==> src/logic/ssp_pkg.sv <==
// package: register map, field positions, mode codes and carriers of the port
package ssp_pkg;

    // register indices; byte address is four times the index
    localparam logic [9:0] IDX_IRQ_FLAGS = 10'h00c;
    localparam logic [9:0] IDX_DATA_BUF = 10'h013;
    localparam logic [9:0] IDX_CONTROL = 10'h014;
    localparam logic [9:0] IDX_IRQ_ENABLES = 10'h08c;
    localparam logic [9:0] IDX_STATUS = 10'h094;
    localparam logic [9:0] IDX_PIN_DIR = 10'h0a0;
    localparam logic [9:0] IDX_POWER = 10'h0a1;

    // reset values
    localparam logic [7:0] RST_BYTE = 8'h00;
    localparam logic [3:0] RST_PIN_DIR = 4'hf;

    // control register fields
    localparam int CTL_WRITE_COLLISION_FLAG = 7;
    localparam int CTL_OVF = 6;
    localparam int CTL_EN = 5;
    localparam int CTL_CKP = 4;

    // status register fields
    localparam int STA_SMP = 7;
    localparam int STA_CKE = 6;
    localparam int STA_STOP = 4;
    localparam int STA_START = 3;
    localparam int STA_BF = 0;

    // irq flag / enable position of the port
    localparam int IRQ_PORT = 3;

    // pin direction register fields, 1 = input
    localparam int DIR_SDO = 0;
    localparam int DIR_SCK = 1;
    localparam int DIR_SS = 2;
    localparam int DIR_SDA = 3;

    // power register field
    localparam int PWR_SLEEP = 0;

    // mode field codes
    typedef enum logic [3:0] {
        MODE_MST_DIV4 = 4'b0000,
        MODE_MST_DIV16 = 4'b0001,
        MODE_MST_DIV64 = 4'b0010,
        MODE_MST_TMR = 4'b0011,
        MODE_SLV_SEL = 4'b0100,
        MODE_SLV_NOSEL = 4'b0101,
        MODE_I2C_7 = 4'b0110,
        MODE_I2C_10 = 4'b0111,
        MODE_I2C_FWM = 4'b1011,
        MODE_I2C_7_SP = 4'b1110,
        MODE_I2C_10_SP = 4'b1111
    } port_mode_t;

    // half bit periods in system clocks for the divided master rates
    localparam logic [4:0] HALF_DIV4 = 5'h02;
    localparam logic [4:0] HALF_DIV16 = 5'h08;
    // 32 does not fit five bits; the reload cuts it back after subtracting
    localparam logic [5:0] HALF_DIV64 = 6'h20;
    localparam logic [4:0] HALF_LAST = 5'h10;
    localparam logic [2:0] BIT_LAST = 3'h7;

    typedef struct packed {
        logic psel;
        logic penable;
        logic pwrite;
        logic [11:0] paddr;
        logic [31:0] pwdata;
    } apb_req_t;

    typedef struct packed {
        logic [31:0] prdata;
        logic pready;
        logic pslverr;
    } apb_rsp_t;

    typedef struct packed {
        logic sck_i;
        logic sdi_i;
        logic ss_n_i;
    } pin_in_t;

    typedef struct packed {
        logic sck_o;
        logic sck_oe;
        logic sdo_o;
        logic sdo_oe;
    } pin_out_t;

endpackage

==> src/logic/sync_serial_port.sv <==
// synchronous serial port: spi master/slave, i2c start/stop, apb registers
// Notes on behaviour
// - slave select acts only in slave mode with select control
// - select low in that mode: shifting enabled, serial out driven
// - select high: serial out released after the two-flop select synchroniser, even mid-byte
// - select high in that mode resets the bit counter to zero
// - clearing port enable also resets the bit counter to zero
// - serial out pin set as input: no transmit drive on it
// - master mode in sleep freezes the transfer, resumes on wake
// - slave shift register keeps shifting on external clock in sleep
// - byte received in sleep sets flag and, if enabled, wakes device
// - any reset disables the port and drops the transfer, no flag
// - polarity/edge pairs map to the four standard spi modes
// - sample-phase bit picks mid-bit or end-of-bit input sampling in master mode; slave ignores it
// - i2c mode detects start and stop for a firmware master
// - i2c 7-bit and 10-bit modes are only decoded; no address match, no bus timing
// - port active only while control bit 5 is set
// - mode field also selects the i2c variants
// - enabled i2c mode makes clock and data pins open-drain
// - mode codes: master div 4/16/64, timer/2, two slave codes
// - msb first; after eight bits flag set, buffer loaded and full bit set unless still full
`timescale 1ns/10ps

module sync_serial_port (
    // clock and reset
    input wire logic pclk,
    input wire logic presetn,
    // apb slave
    input wire ssp_pkg::apb_req_t apb_req,
    output ssp_pkg::apb_rsp_t apb_rsp,
    // pins; sck doubles as i2c clock, sdi as i2c data
    input wire ssp_pkg::pin_in_t pin_in,
    output ssp_pkg::pin_out_t pin_out,
    // timer tick for the timer-rate master and wake request
    input wire logic tmr_tick,
    output logic wake_req
);
    import ssp_pkg::*;

    typedef struct packed {
        logic [7:0] ctrl;
        logic [1:0] cfg;
        logic bf;
        logic start_seen;
        logic stop_seen;
        logic [7:0] buffer;
        logic [7:0] shreg;
        logic [7:0] flags;
        logic [7:0] ien;
        logic [3:0] pin_dir;
        logic sleep;
        logic wake;
        logic [2:0] bit_cnt;
        logic [4:0] half_cnt;
        logic [4:0] div_cnt;
        logic mbusy;
        logic sck_lvl;
        logic sck_oe;
        logic serial_out_pin;
        logic sdo_oe;
        logic ss_s1;
        logic ss_s2;
        logic sck_s1;
        logic sck_s2;
        logic sck_s3;
        logic sda_s1;
        logic sda_s2;
        logic sda_s3;
        logic [31:0] prdata;
        logic pready;
        logic pslverr;
    } state_t;

    state_t st_r;
    state_t st_nxt;

    logic enabled;
    port_mode_t mode;
    logic is_master;
    logic is_slave;
    logic is_i2c;
    logic ss_high;
    logic cke;
    logic input_sample_phase;
    logic sample_ev;
    logic out_ev;
    logic tick;
    logic lead;
    logic [4:0] half;
    logic [4:0] half_reload;
    logic [9:0] idx;
    logic setup;
    logic access;
    logic sck_rise;
    logic sck_fall;
    logic busy;
    logic [7:0] shifted;

    assign apb_rsp.prdata = st_r.prdata;
    assign apb_rsp.pready = st_r.pready;
    assign apb_rsp.pslverr = st_r.pslverr;
    assign pin_out.sck_o = st_r.sck_lvl;
    assign pin_out.sck_oe = st_r.sck_oe;
    assign pin_out.sdo_o = st_r.serial_out_pin;
    assign pin_out.sdo_oe = st_r.sdo_oe;
    assign wake_req = st_r.wake;

    always_comb begin
        st_nxt = st_r;
        sample_ev = 1'b0;
        out_ev = 1'b0;
        tick = 1'b0;
        lead = 1'b0;
        shifted = st_r.shreg;
        half = st_r.half_cnt;

        // two-flop synchronisers; edges seen on the second and third stage
        st_nxt.ss_s1 = pin_in.ss_n_i;
        st_nxt.ss_s2 = st_r.ss_s1;
        st_nxt.sck_s1 = pin_in.sck_i;
        st_nxt.sck_s2 = st_r.sck_s1;
        st_nxt.sck_s3 = st_r.sck_s2;
        st_nxt.sda_s1 = pin_in.sdi_i;
        st_nxt.sda_s2 = st_r.sda_s1;
        st_nxt.sda_s3 = st_r.sda_s2;
        sck_rise = st_r.sck_s2 && !st_r.sck_s3;
        sck_fall = !st_r.sck_s2 && st_r.sck_s3;

        enabled = st_r.ctrl[CTL_EN];
        mode = port_mode_t'(st_r.ctrl[3:0]);
        cke = st_r.cfg[0];
        input_sample_phase = st_r.cfg[1];
        // reserved codes match none of these, so nothing runs
        is_master = enabled && (mode == MODE_MST_DIV4 ||
            mode == MODE_MST_DIV16 || mode == MODE_MST_DIV64 ||
            mode == MODE_MST_TMR);
        is_slave = enabled && (mode == MODE_SLV_SEL ||
            mode == MODE_SLV_NOSEL);
        is_i2c = enabled && (mode == MODE_I2C_7 || mode == MODE_I2C_10 ||
            mode == MODE_I2C_FWM || mode == MODE_I2C_7_SP ||
            mode == MODE_I2C_10_SP);
        ss_high = (mode == MODE_SLV_SEL) && st_r.ss_s2;
        busy = st_r.mbusy || (st_r.bit_cnt != 3'h0);

        case (mode)
            MODE_MST_DIV4: half_reload = HALF_DIV4 - 5'h01;
            MODE_MST_DIV16: half_reload = HALF_DIV16 - 5'h01;
            default: half_reload = 5'(HALF_DIV64 - 6'h01);
        endcase

        // apb: zero wait state, answer registered at the setup edge
        setup = apb_req.psel && !apb_req.penable;
        access = apb_req.psel && apb_req.penable && st_r.pready;
        idx = apb_req.paddr[11:2];
        st_nxt.pready = setup;
        if (setup) begin
            st_nxt.pslverr = 1'b0;
            st_nxt.prdata = 32'h0000_0000;
            case (idx)
                IDX_IRQ_FLAGS: st_nxt.prdata[7:0] = {1'b0, st_r.flags[6:0]};
                IDX_DATA_BUF: st_nxt.prdata[7:0] = st_r.buffer;
                IDX_CONTROL: st_nxt.prdata[7:0] = st_r.ctrl;
                IDX_IRQ_ENABLES: st_nxt.prdata[7:0] = {1'b0, st_r.ien[6:0]};
                IDX_STATUS: st_nxt.prdata[7:0] = {st_r.cfg, 1'b0,
                    st_r.stop_seen, st_r.start_seen, 2'b00, st_r.bf};
                IDX_PIN_DIR: st_nxt.prdata[3:0] = st_r.pin_dir;
                IDX_POWER: st_nxt.prdata[PWR_SLEEP] = st_r.sleep;
                default: st_nxt.pslverr = 1'b1;
            endcase
        end else if (access) begin
            st_nxt.pslverr = 1'b0;
        end

        // software writes and read side effects; hardware sets follow
        if (access && apb_req.pwrite) begin
            case (idx)
                IDX_IRQ_FLAGS: st_nxt.flags = {1'b0, apb_req.pwdata[6:0]};
                IDX_IRQ_ENABLES: st_nxt.ien = {1'b0, apb_req.pwdata[6:0]};
                IDX_CONTROL: st_nxt.ctrl = apb_req.pwdata[7:0];
                IDX_STATUS: st_nxt.cfg = apb_req.pwdata[7:6];
                IDX_PIN_DIR: st_nxt.pin_dir = apb_req.pwdata[3:0];
                IDX_POWER: st_nxt.sleep = apb_req.pwdata[PWR_SLEEP];
                IDX_DATA_BUF: begin
                    if (busy) begin
                        // write during a transfer is dropped
                        st_nxt.ctrl[CTL_WRITE_COLLISION_FLAG] = 1'b1;
                    end else begin
                        st_nxt.shreg = apb_req.pwdata[7:0];
                        st_nxt.serial_out_pin = apb_req.pwdata[7];
                        if (is_master) begin
                            st_nxt.mbusy = 1'b1;
                            st_nxt.half_cnt = 5'h00;
                            st_nxt.div_cnt = half_reload;
                        end
                    end
                end
                default: ;
            endcase
        end
        if (access && !apb_req.pwrite && idx == IDX_DATA_BUF) begin
            st_nxt.bf = 1'b0;
        end

        // master: half-bit ticks, sixteen sck toggles then a closing tick
        if (is_master && st_r.mbusy && !st_r.sleep) begin
            if (mode == MODE_MST_TMR) begin
                tick = tmr_tick;
            end else if (st_r.div_cnt == 5'h00) begin
                tick = 1'b1;
                st_nxt.div_cnt = half_reload;
            end else begin
                st_nxt.div_cnt = st_r.div_cnt - 5'h01;
            end
            if (tick) begin
                lead = !half[0];
                if (half != HALF_LAST) begin
                    st_nxt.sck_lvl = !st_r.sck_lvl;
                end
                // end-of-bit sampling moves capture to the next output edge
                if (input_sample_phase) begin
                    sample_ev = cke ? !lead : (lead && half != 5'h00);
                end else begin
                    sample_ev = cke ? (lead && half != HALF_LAST) : !lead;
                end
                out_ev = (half != HALF_LAST) && (cke ? !lead : lead);
                st_nxt.half_cnt = half + 5'h01;
                if (half == HALF_LAST) begin
                    st_nxt.mbusy = 1'b0;
                end
            end
        end else if (!st_r.mbusy) begin
            st_nxt.sck_lvl = st_r.ctrl[CTL_CKP];
        end

        // slave: sck edges drive shifting regardless of sleep
        if (is_slave && !ss_high) begin
            lead = st_r.ctrl[CTL_CKP] ? sck_fall : sck_rise;
            sample_ev = cke ? lead : (sck_rise || sck_fall) && !lead;
            out_ev = cke ? (sck_rise || sck_fall) && !lead : lead;
        end

        // msb-first shift, capture on sample edge, present on output edge
        if (sample_ev) begin
            shifted = {st_r.shreg[6:0], st_r.sda_s2};
            st_nxt.shreg = shifted;
            st_nxt.bit_cnt = st_r.bit_cnt + 3'h1;
            if (st_r.bit_cnt == BIT_LAST) begin
                if (st_r.bf) begin
                    // unread buffer is kept, new byte lost
                    st_nxt.ctrl[CTL_OVF] = 1'b1;
                end else begin
                    st_nxt.buffer = shifted;
                    st_nxt.bf = 1'b1;
                end
                st_nxt.flags[IRQ_PORT] = 1'b1;
            end
        end
        if (out_ev) begin
            st_nxt.serial_out_pin = shifted[7];
        end

        // port reset by select high or by disable
        if (!enabled || ss_high) begin
            st_nxt.bit_cnt = 3'h0;
            st_nxt.half_cnt = 5'h00;
            st_nxt.mbusy = 1'b0;
            st_nxt.sck_lvl = st_r.ctrl[CTL_CKP];
        end

        // 7-bit and 10-bit variants only decoded; no address match
        // i2c start: data falls with clock high; stop: data rises
        if (is_i2c && st_r.sck_s2 && st_r.sck_s3) begin
            if (!st_r.sda_s2 && st_r.sda_s3) begin
                st_nxt.start_seen = 1'b1;
                st_nxt.stop_seen = 1'b0;
            end
            if (st_r.sda_s2 && !st_r.sda_s3) begin
                st_nxt.stop_seen = 1'b1;
                st_nxt.start_seen = 1'b0;
            end
            if ((st_r.sda_s2 != st_r.sda_s3) && (mode == MODE_I2C_FWM ||
                mode == MODE_I2C_7_SP || mode == MODE_I2C_10_SP)) begin
                st_nxt.flags[IRQ_PORT] = 1'b1;
            end
        end

        // pin drivers; direction bit set as input wins over the port
        st_nxt.sck_oe = is_master && !st_r.pin_dir[DIR_SCK];
        st_nxt.sdo_oe = !st_r.pin_dir[DIR_SDO] &&
            (is_master || (is_slave && !ss_high));
        // above: input direction keeps sdo released
        if (is_i2c) begin
            // open-drain: level low, enable only while pulling low; this
            // subset never pulls, so both lines stay released
            st_nxt.sck_lvl = 1'b0;
            st_nxt.sck_oe = 1'b0;
            st_nxt.sdo_oe = 1'b0;
        end

        st_nxt.wake = st_r.sleep && st_nxt.flags[IRQ_PORT] &&
            st_r.ien[IRQ_PORT];
    end

    // async reset: port disabled, transfer dropped, registers cleared, pin directions set to input
    always_ff @(posedge pclk or negedge presetn) begin
        if (!presetn) begin
            st_r <= '0;
            st_r.ctrl <= RST_BYTE;
            st_r.flags <= RST_BYTE;
            st_r.ien <= RST_BYTE;
            st_r.pin_dir <= RST_PIN_DIR;
            st_r.ss_s1 <= 1'b1;
            st_r.ss_s2 <= 1'b1;
        end else begin
            st_r <= st_nxt;
        end
    end

endmodule

==> config.mk <==
export PLATFORM = sky130hd
export DESIGN_NAME = sync_serial_port
export DESIGN_NICKNAME = d
export VERILOG_FILES = /design/src/logic/ssp_pkg.sv /design/src/logic/sync_serial_port.sv
export SDC_FILE = /design/constraint.sdc
export NUM_CORES = 1
export LEC_CHECK = 0
export CAP_MARGIN = 30
export CORE_MARGIN = 2
export CORE_UTILIZATION = 56
export DETAILED_ROUTE_END_ITERATION = 8
export DONT_BUFFER_PORTS = 1
export GPL_ROUTABILITY_DRIVEN = 0
export PLACE_DENSITY = 0.71
export SLEW_MARGIN = 20
export SYNTH_ARGS = -nofsm -noshare
export SYNTH_HDL_FRONTEND = slang
export SYNTH_SLANG_ARGS = --single-unit
export TNS_END_PERCENT = 1
==> constraint.sdc <==
create_clock -name pclk -period 3.5 [get_ports pclk]
set_clock_uncertainty 0.05 [all_clocks]
set_input_delay 0.175 -clock pclk [delete_from_list [all_inputs] [get_ports pclk]]
set_output_delay 0.175 -clock pclk [all_outputs]
set_load 0.05 [all_outputs]
==> metrics.md, run 1 <==
| Metric | Value |
|---|---|
| Mapped cell area | between 4000 and 5000 um2 |
| CTS clk-pin slew, worst paths | about 0.090 ns |
| Top FF cell, synth | dfrtp_1 |
| Root Driver | clkbuf_8 |
| Number of synthesized register bits | between 80 and 90 |
| # IOs | slightly above 90 |
| Global-route wire length before repair | about 17,000 um |
| Worst Max-Slew Pin Slew | 0.762 ns |
| Slowest CP cell | or4b_2 |
| Ranking of synthesized cells by area | dfrtp_1 43%, mux2_2 12%, buf_4 6.4%, dfstp_2 3.4%, nor2_1 2.9% |
| CTS tree | done |
| Hold depth | 2 |
| WL/cell | 18.9 um |
| Clk sinks | 85 |
| Post-synthesis async set-or-reset flop share | 100% |
| Vias in the first global route | between 3,000 and 4,000 |
| Synth warn | 0 |
| Worst min path class | input port to flop |
| Setup_tns | 0 ns |
| Crit path kind | flop to flop |
| Area leader, netlist | dfrtp_1 |
| PortBufs | 0 |
| Global route total overflow | 0 |
| Num CTS Buffers | 9 |
| All-Layer GR Usage | about a quarter |
| Worst slew margin | 48.9% |
| Crit path DAT | around 3.2 ns |
| Fmax | between 300 and 400 MHz |
| Crit path launch type | flop |
| Area Overhead vs Synth | 5.55% |
| Max FO, Critical Path | 10 |
| Worst R2R Path Depth | 9 |
| Layout Utilization | between 60% and 70% |
| Top Family by Delay on Critical Path | simple AND/OR/NAND/NOR gates |
| Mapped Avg Cell Area | 10.8 um2 |
| Netlist cell types | 64 |
| Critical path depth in cells | 9 |
| Commonest non-fill, non-tap cells in the layout | 79 x dfrtp_1, 51 x mux2_2, 36 x nor2_1, 24 x conb_1, 21 x o21ai_0 |
| Max-cap violations | 0 |
| Max Buffers Root-to-Sink | 2 |
| Data required, critical path | about 3.7 ns |
| Row count | 33 |
| Power Density | between 300 and 400 nW/um2 |
| Detailed-route via count | 3,255 |
| DRT antenna net count | 0 |
| DR vias/cell | between 6 and 7 |
| Crit path cell chain | inv_1 > ha_1 > nor4bb_1 > buf_4 > or4b_2 > a311oi_2 > buf_4 > o211ai_2 > mux2_2 |
| RSZ-0062 raised after global routing | no |
| Fillcell total | roughly 680 |
| Post-synth EDFFs | 0 |
| Lkg Pwr | 0.00218 uW |
| Outcome | complete, no violations |
| Drt pass-1 iters | 5 |
| CP bufs+invs | 3 |
| Post-Syn Instances | roughly 430 |
| Die ar. | ~9000 um2 |
| Clock network latency to the later pin of the worst-skew pair | approximately 0.36 ns |
| H-tree Lvls | 3 |
| Register area | 2130 um2 |
| Chip width | 94.6 um |
| Layout cells sized above 1 | between 20% and 30% |
| Final Max Slew Viols | 0 |
| Drt total wl | between 10,000 and 15,000 um |
| Resize count post-CTS | 0 |
| CP most frequent cell | buf_4 |
| Initial core utilization | between 50% and 60% |
| Hold Fails Final Rpt | 0 |
| Period utilization | 84.6% |
| Core box area | around 8100 um2 |
| Setup Viol. Count Final | 0 |
| Largest net degree at the start of global routing | 86 |
| Final min period | slightly below 3 ns |
| Most common cell after layout, fill and taps aside | dfrtp_1 |
| Final #Nets | 494 |
| Initial antenna violation count | 0 |
| Sequential fraction of the synthesis area | 46.4% |
| Dpl hpwl | slightly above 7000 um |
| Antenna Cells | 0 |
| Yosys top cell area share | 43.0% |
| Initial DRC count | around 360 |
| CP peak stage delay | a little over 0.6 ns |
| Drt drc | 0 |
| Die height | 94.6 um |
| Maximum vdd ir drop | about 0.22 mV |
| Worst Setup End Kind | flop |
| Multi-input gate area in the final layout | about 2100 um2 |
## cell families (layout without fill, tap and decap cells)
kind of cell | Yosys count | count (layout) | share of synthesized area (%)
and+or+nand+nor | 126 | 126 | 15.3
DFF | 85 | 85 | 46.4
AOI/OAI and AO/OA | 73 | 73 | 10.9
muxes | 65 | 65 | 15.6
buffers and inverters | 65 | 51 | 8.81
adders and majority gates | 10 | 10 | 2.72
other | 1 | 24 | 0.0815
xor gates and xnor gates | 1 | 1 | 0.190
## registers in the layout (all words and copies together), names as in the netlist
register            cells
cke                     1
st_nxt                  5
enabled                 1
half                    5
wake_req                1
pin_out                 4
st_r                   53
mode                    4
apb_rsp                10
input_sample_phase      1
## layer usage
| layer | GRT usage, % | vias to the layer above | share of wire [%] |
|---|---|---|---|
| li1 | - | 1499 | - |
| met1 | 34.3 | 1598 | 44 |
| met2 | 37.6 | 142 | 46 |
| met3 | 5.35 | 16 | 7.4 |
| met4 | 9.66 | 0 | 2.0 |
| met5 | 0 | - | 0 |
## final cells by class
| class | count | area share [%] |
|---|---|---|
| clock buffers | 9 | 2.55 |
| flip-flops and latches | 85 | 44.0 |
| multi-input cells | 299 | 44.2 |
| inverters | 15 | 1.16 |
| repair buffers | 21 | 4.43 |
| well taps | 105 | 2.71 |
| clock inverters | 6 | 0.979 |
## power by group
| part | internal (uW) | total [uW] | switching [uW] |
|---|---|---|---|
| combinational | 31.1 | 132 | 101 |
| sequential | 994 | 1030 | 35.7 |
| clock | 261 | 637 | 376 |
| total | 1290 | 1800 | 512 |
## path summary, 6_finish.rpt
| check | from | to | slack [ns] |
|---|---|---|---|
| worst max-delay path | half[0] | st_r[95] | 0.54 |
| worst min-delay path | apb_req[7] | pin_out[1] | 0.003 |
| worst max register to register | half[0] | st_r[95] | 0.54 |
| worst min register to register | st_nxt[38] | st_nxt[37] | 0.30 |
| max in group asynchronous | presetn | st_r[62] | 2.68 |
| min in group asynchronous | presetn | pin_out[1] | 0.36 |
## repair_timing
action                                  in CTS  in global routing
buffers inserted                             0                  0
hold buffers                                16                  0
hold endpoints to repair                   121                  0
endpoints found under the setup margin       0                  0
## synthesized netlist by cell type, types with 4 or more instances
| library cell | n |
|---|---|
| dfrtp_1 | 79 |
| o21ai_0 | 21 |
| buf_4 | 39 |
| a31oi_1 | 6 |
| mux2_2 | 51 |
| nand2_1 | 20 |
| nor3_1 | 8 |
| clkbuf_1 | 8 |
| nand3_1 | 12 |
| a22oi_1 | 5 |
| a221oi_1 | 5 |
| inv_1 | 15 |
| nor2_1 | 36 |
| a21oi_1 | 11 |
| nor4_1 | 5 |
| mux2i_1 | 13 |
| or2_2 | 4 |
| ha_1 | 10 |
| dfstp_2 | 6 |
| nand2b_1 | 4 |
## stage by stage
stage               setup slack, ns  power (uW)  hold slack [ns]  area, um2  cells
global route                  0.375        1870           0.0234       4860    540
finish                        0.537        1800          0.00275       4860    540
global placement              0.607        1140           -0.168       4510    509
floorplan                     0.924        1170           -0.171       4690    449
detailed placement            0.528        1140           -0.168       4510    509
CTS                           0.507        1810          0.00736       4860    540
(Power assumes the default switching activity.)
==> run 2: changes to the inputs <==
==> constraint.sdc (replaced) <==
create_clock -name pclk -period 3 [get_ports pclk]
set_clock_uncertainty 0.05 [all_clocks]
set_input_delay 0.15 -clock pclk [delete_from_list [all_inputs] [get_ports pclk]]
set_output_delay 0.15 -clock pclk [all_outputs]
set_load 0.05 [all_outputs]
==> run 2 against run 1 <==
Effect of this change: combinational power is 23% higher; register-to-register slack worse by 0.16 ns; cell count is 2.0% higher; non-clock buffer count is 9 higher; first-iteration DRC count is 18% lower; flip-flop and latch count stayed put; core utilization is 1.3 points higher; die area stayed put; fmax is 13% higher; global-route usage is 0.97 points higher.
==> metrics.md, run 2 (synthesis gave the netlist of run 1 again) <==
| Metric | Value |
|---|---|
| Outcome | complete, no violations |
| Setup Viol. Count Final | 0 (unchanged) |
| # IOs | 92 (unchanged) |
| Drt drc | 0 (unchanged) |
| Post-CTS setup buffers | 0 (unchanged) |
| All-Layer GR Usage | 25.5% (+0.97 points) |
| Final min period | 2.62 ns (-0.342 ns) |
| Power Density | 447 nW/um2 (+21%) |
| CTS clk-pin slew, worst paths | 0.09 ns (about the same) |
| Initial DRC count | 293 (-18%) |
| Initial core utilization | 56.8% (unchanged) |
| Slowest CP cell | or3b_1 |
| Final Max Slew Viols | 0 (unchanged) |
| CTS tree | done |
| Core box area | 8090 um2 (unchanged) |
| WL/cell | 19.5 um (+3.5%) |
| Crit path kind | flop to flop |
| Final #Nets | 503 (+1.8%) |
| Vias in the first global route | 3,296 (+2.5%) |
| Chip width | 94.6 um (unchanged) |
| Final Hold Slack | 0.00349 ns (+0.000747 ns) |
| Final cell count without fillers | 551 (+2.0%) |
| Clk sinks | 85 (unchanged) |
| Worst Setup End Kind | flop |
| Detailed-route via count | 3,335 (+2.5%) |
| Crit path DAT | 2.83 ns (-0.34 ns) |
| DR vias/cell | 6.05 (+0.41%) |
| Lkg Pwr | 0.00225 uW (+3.0%) |
| Hold depth | 2 (unchanged) |
| Hold Fails Final Rpt | 0 (unchanged) |
| Register area | 2130 um2 (unchanged) |
| Data required, critical path | 3.21 ns (-0.49 ns) |
| H-tree Lvls | 3 (unchanged) |
| Max-cap violations | 0 (unchanged) |
| Dpl hpwl | 7340 um (+2.7%) |
| Crit path launch type | flop |
| Setup_tns | 0 ns (unchanged) |
| Most common cell after layout, fill and taps aside | dfrtp_1 |
| Layout cells sized above 1 | 24.7% (+1.7 points) |
| Placed inst area | 4570 um2 (+1.5%) |
| Period utilization | 87.4% (+2.7 points) |
| Biggest register | st_r |
| Num CTS Buffers | 9 (unchanged) |
| Area Overhead vs Synth | 7.75% |
| PortBufs | 0 (unchanged) |
| CP peak stage delay | 0.51 ns (-0.11 ns) |
| Worst min path class | input port to flop |
| Root Driver | clkbuf_8 |
| Die height | 94.6 um (unchanged) |
| Largest net degree at the start of global routing | 86 (unchanged) |
| Fmax | 382 MHz (+13%) |
| Max reg flops | 53 (unchanged) |
| Initial antenna violation count | 1 (+1) |
| Die ar. | 8960 um2 (unchanged) |
| Worst slew margin | 61.1% (+12 points) |
| CP bufs+invs | 0 (-3) |
| Maximum vdd ir drop | 0.292 mV (+35%) |
| Drt total wl | 10,800 um (+5.6%) |
| Worst Max-Slew Pin Slew | 0.579 ns (-0.184 ns) |
| Commonest non-fill, non-tap cells in the layout | 79 x dfrtp_1, 51 x mux2_2, 36 x nor2_1, 24 x conb_1, 21 x o21ai_0 |
| RSZ-0062 raised after global routing | no |
| Worst R2R Path Depth | 5 (-4) |
| Total placed cells including tap cells | 518 (+1.8%) |
| Critical path depth in cells | 5 (-4) |
| Row count | 33 (unchanged) |
| Clock network latency to the later pin of the worst-skew pair | 0.37 ns (about the same) |
| Max Buffers Root-to-Sink | 2 (unchanged) |
| Max FO, Critical Path | 9 (-1) |
| DRT antenna net count | 0 (unchanged) |
| Global route total overflow | 0 (unchanged) |
| Design area | 4960 um2 (+2.1%) |
| Top Family by Delay on Critical Path | simple AND/OR/NAND/NOR gates |
| Fillcell total | 656 (-3.4%) |
| Drt pass-1 iters | 5 (unchanged) |
| Multi-input gate area in the final layout | 2150 um2 (unchanged) |
| Resize count post-CTS | 0 (unchanged) |
| Global-route wire length before repair | 17,200 um (+3.4%) |
| Crit path cell chain | or3b_4 > or3b_1 > a311oi_2 > o211ai_2 > mux2_2 |
| Layout Utilization | 61.3% (+1.3 points) |
## run 2: changes by cell type in the layout (fill, tap and decap cells not counted), sizes merged
cell / before / now
clkinvlp: 1 / 0
inv: 18 / 19
diode: 0 / 1
buf: 6 / 15
bufinv: 0 / 1
## run 2: worst paths after layout
| path | slack (ns) | to | start |
|---|---|---|---|
| max | 0.38 | st_r[96] | mode[3] |
| min | 0.003 | st_r[82] | apb_req[0] |
| max reg2reg | 0.38 | st_r[96] | mode[3] |
| min reg2reg | 0.30 | st_nxt[37] | st_nxt[38] |
| max in group asynchronous | 2.23 | st_nxt[40] | presetn |
| min in group asynchronous | 0.32 | st_r[57] | presetn |
## run 2: final cells by class
| cell class | count | share of cell area (%) |
|---|---|---|
| Multi-Input combinational cell | 299 | 43.3 |
| Inverter | 15 | 1.14 |
| Antenna cell | 1 | 0.0505 |
| Tap cell | 105 | 2.65 |
| Clock buffer | 9 | 2.50 |
| Sequential cell | 85 | 43.1 |
| Clock inverter | 7 | 1.59 |
| Timing Repair Buffer | 30 | 5.70 |
## run 2: where the power goes
| group | switching, uW | leakage (uW) | internal (uW) | total [uW] |
|---|---|---|---|---|
| clock network | 456 | 0.000105 | 397 | 852 |
| logic | 124 | 0.00103 | 37.9 | 162 |
| registers | 39.7 | 0.00112 | 1160 | 1200 |
## run 2: repair_timing
item                                    4_1_cts  5_1_grt
endpoints found under the setup margin        0        0
hold endpoints to repair                    125        0
hold buffers                                 16        0
## run 2: through the flow
step	total power [uW]	setup slack (ns)
2_1_floorplan	1360	0.424
3_3_place_gp	1330	0.430
3_5_place_dp	1330	0.406
4_1_cts	2230	0.377
5_1_grt	2290	0.263
6_report	2210	0.379
## run 2: routing by layer
layer,GRT usage (%),vias up,share of wire [%]
li1,-,1530,-
met1,36.4,1633,44
met2,38.2,142,46
met3,4.87,30,7.3
met4,11.0,0,3.0
met5,0,-,0
==> run 3: changes to the inputs <==
--- a/config.mk
+++ b/config.mk
@@ -12,6 +12,7 @@
 export DONT_BUFFER_PORTS = 1
 export GPL_ROUTABILITY_DRIVEN = 0
 export PLACE_DENSITY = 0.71
+export REMOVE_ABC_BUFFERS = 1
 export SLEW_MARGIN = 20
 export SYNTH_ARGS = -nofsm -noshare
 export SYNTH_HDL_FRONTEND = slang
==> run 3 against run 2 <==
Effect of this change: clock power down 8.1%; fmax fell by 3.0%; non-clock buffer count is the same.
==> metrics.md, run 3 (synthesis gave the netlist of run 1 again) <==
| Metric | Value |
|---|---|
| Drt total wl | 10,500 um (-1.9%) |
| CTS tree | done |
| Biggest register | st_r |
| Drt pass-1 iters | 5 (unchanged) |
| Data required, critical path | 3.21 ns (about the same) |
| Crit path DAT | 2.91 ns (+0.08 ns) |
| Crit path launch type | flop |
| Final WS setup | 0.299 ns (-0.0802 ns) |
| Max FO, Critical Path | 10 (+1) |
| Worst Min Path Start | apb_req[7] |
| Pre-CTS WS | 0.335 ns (-0.0709 ns) |
| Largest net degree at the start of global routing | 86 (unchanged) |
| Outcome | complete, no violations |
| Initial antenna violation count | 2 (+1) |
| Max-cap violations | 0 (unchanged) |
| Maximum vdd ir drop | 0.220 mV (-25%) |
| Global route total overflow | 0 (unchanged) |
| Max reg flops | 53 (unchanged) |
| Final Hold Slack | 0.00968 ns (+0.00619 ns) |
| Most common cell after layout, fill and taps aside | dfrtp_1 |
| Resize count post-CTS | 0 (unchanged) |
| Worst Max-Slew Pin Slew | 0.543 ns (-0.0354 ns) |
| Reg-to-reg startpoint | half[0] |
| Vias in the first global route | 3,227 (-2.1%) |
| Row count | 33 (unchanged) |
| All-Layer GR Usage | 24.7% (-0.81 points) |
| Worst Setup End Kind | flop |
| PortBufs | 0 (unchanged) |
| Chip width | 94.6 um (unchanged) |
| DR vias/cell | 6.03 (-0.33%) |
| Core box area | 8090 um2 (unchanged) |
| Final #Nets | 503 (unchanged) |
| DRT antenna net count | 0 (unchanged) |
| Setup Viol. Count Final | 0 (unchanged) |
| Commonest non-fill, non-tap cells in the layout | 79 x dfrtp_1, 51 x mux2_2, 36 x nor2_1, 24 x conb_1, 21 x o21ai_0 |
| Dpl hpwl | 7470 um (+1.8%) |
| Root Driver | clkbuf_8 |
| Fmax | 370 MHz (-3.0%) |
| Hold Fails Final Rpt | 0 (unchanged) |
| Layout cells sized above 1 | 24.7% (unchanged) |
| Num CTS Buffers | 9 (unchanged) |
| Worst slew margin | 63.5% (+2.4 points) |
| Hold_buf cts | 16 (unchanged) |
| Die ar. | 8960 um2 (unchanged) |
| WL/cell | 19.1 um (-2.1%) |
| Fillcell total | 678 (+3.4%) |
| Clock network latency to the later pin of the worst-skew pair | 0.38 ns (about the same) |
| Period utilization | 90.0% (+2.7 points) |
| Final min period | 2.70 ns (+0.0802 ns) |
| Clk sinks | 85 (unchanged) |
| CP Launch Point | half[0] |
| Drt drc | 0 (unchanged) |
| Area Overhead vs Synth | 7.42% |
| H-tree Lvls | 3 (unchanged) |
| Setup_tns | 0 ns (unchanged) |
| CTS clk-pin slew, worst paths | 0.09 ns (about the same) |
| RSZ-0062 raised after global routing | no |
| Global-route wire length before repair | 16,600 um (-3.7%) |
| Power Density | 433 nW/um2 (-2.9%) |
| Tot Pwr | 2140 uW (-3.2%) |
| Lkg Pwr | 0.00224 uW (-0.54%) |
| # IOs | 92 (unchanged) |
| Max Buffers Root-to-Sink | 2 (unchanged) |
| Die height | 94.6 um (unchanged) |
| Crit path kind | flop to flop |
| Final Max Slew Viols | 0 (unchanged) |
| Initial DRC count | 279 (-4.8%) |
| Post-CTS setup buffers | 0 (unchanged) |
| Detailed-route via count | 3,330 (-0.15%) |
| Worst min path class | input port to flop |
| Initial core utilization | 56.8% (unchanged) |
## run 3: cell count changes in the layout (fill, tap and decap cells not counted), sizes merged
cell      delta
clkbuf       +1
clkinvlp     +1
diode        +1
clkinv       +2
bufinv       -1
inv          -3
## run 3: metal layers
layer	track usage, %	wire length (um)	vias to the layer above
met3	5.75	691	22
met5	0	0	-
met4	12.1	249	0
met1	32.6	4630	1641
met2	38.5	4970	140
li1	-	-	1527
## run 3: stage by stage
step	instance area (um2)	utilization (%)	std cells
5_1_grt	4940	61.1	552
3_5_place_dp	4570	56.5	518
3_3_place_gp	4570	56.5	518
6_report	4940	61.1	552
2_1_floorplan	4340	-	399
4_1_cts	4940	61.0	550
## run 3: where the power goes
part,internal (uW),switching (uW)
Sequential,1160,39.7
Combinational,37.6,122
Clock,329,454
Total,1530,615
## run 3: path summary, 6_finish.rpt
check,end,slack (ns),cells after the start
setup / recovery,wake_req,0.30,8
hold / removal,st_r[89],0.01,2
setup reg to reg,wake_req,0.30,8
hold reg to reg,st_nxt[37],0.30,0
max in group asynchronous,st_r[62],2.26,2
min in group asynchronous,half[2],0.28,2
## run 3: area by class of cell
| class | count | area [um2] | share of cell area, % |
|---|---|---|---|
| Clock buffer | 10 | 138 | 2.78 |
| Sequential cell | 85 | 2130 | 43.2 |
| Antenna cell | 2 | 5.00 | 0.101 |
| Multi-Input combinational cell | 299 | 2150 | 43.4 |
| Clock inverter | 6 | 47.5 | 0.962 |
| Tap cell | 105 | 131 | 2.66 |
| Timing Repair Buffer | 30 | 283 | 5.72 |
| Inverter | 15 | 56.3 | 1.14 |
## run 3: worst max-delay path, stage by stage (launching register included)
cell	delay (ns)
dfrtp_1	0.49
inv_1	0.08
ha_1	0.20
nor4bb_1	0.14
or4b_2	0.63
a311oi_2	0.32
buf_4	0.24
o21ai_0	0.17
a31oi_1	0.28
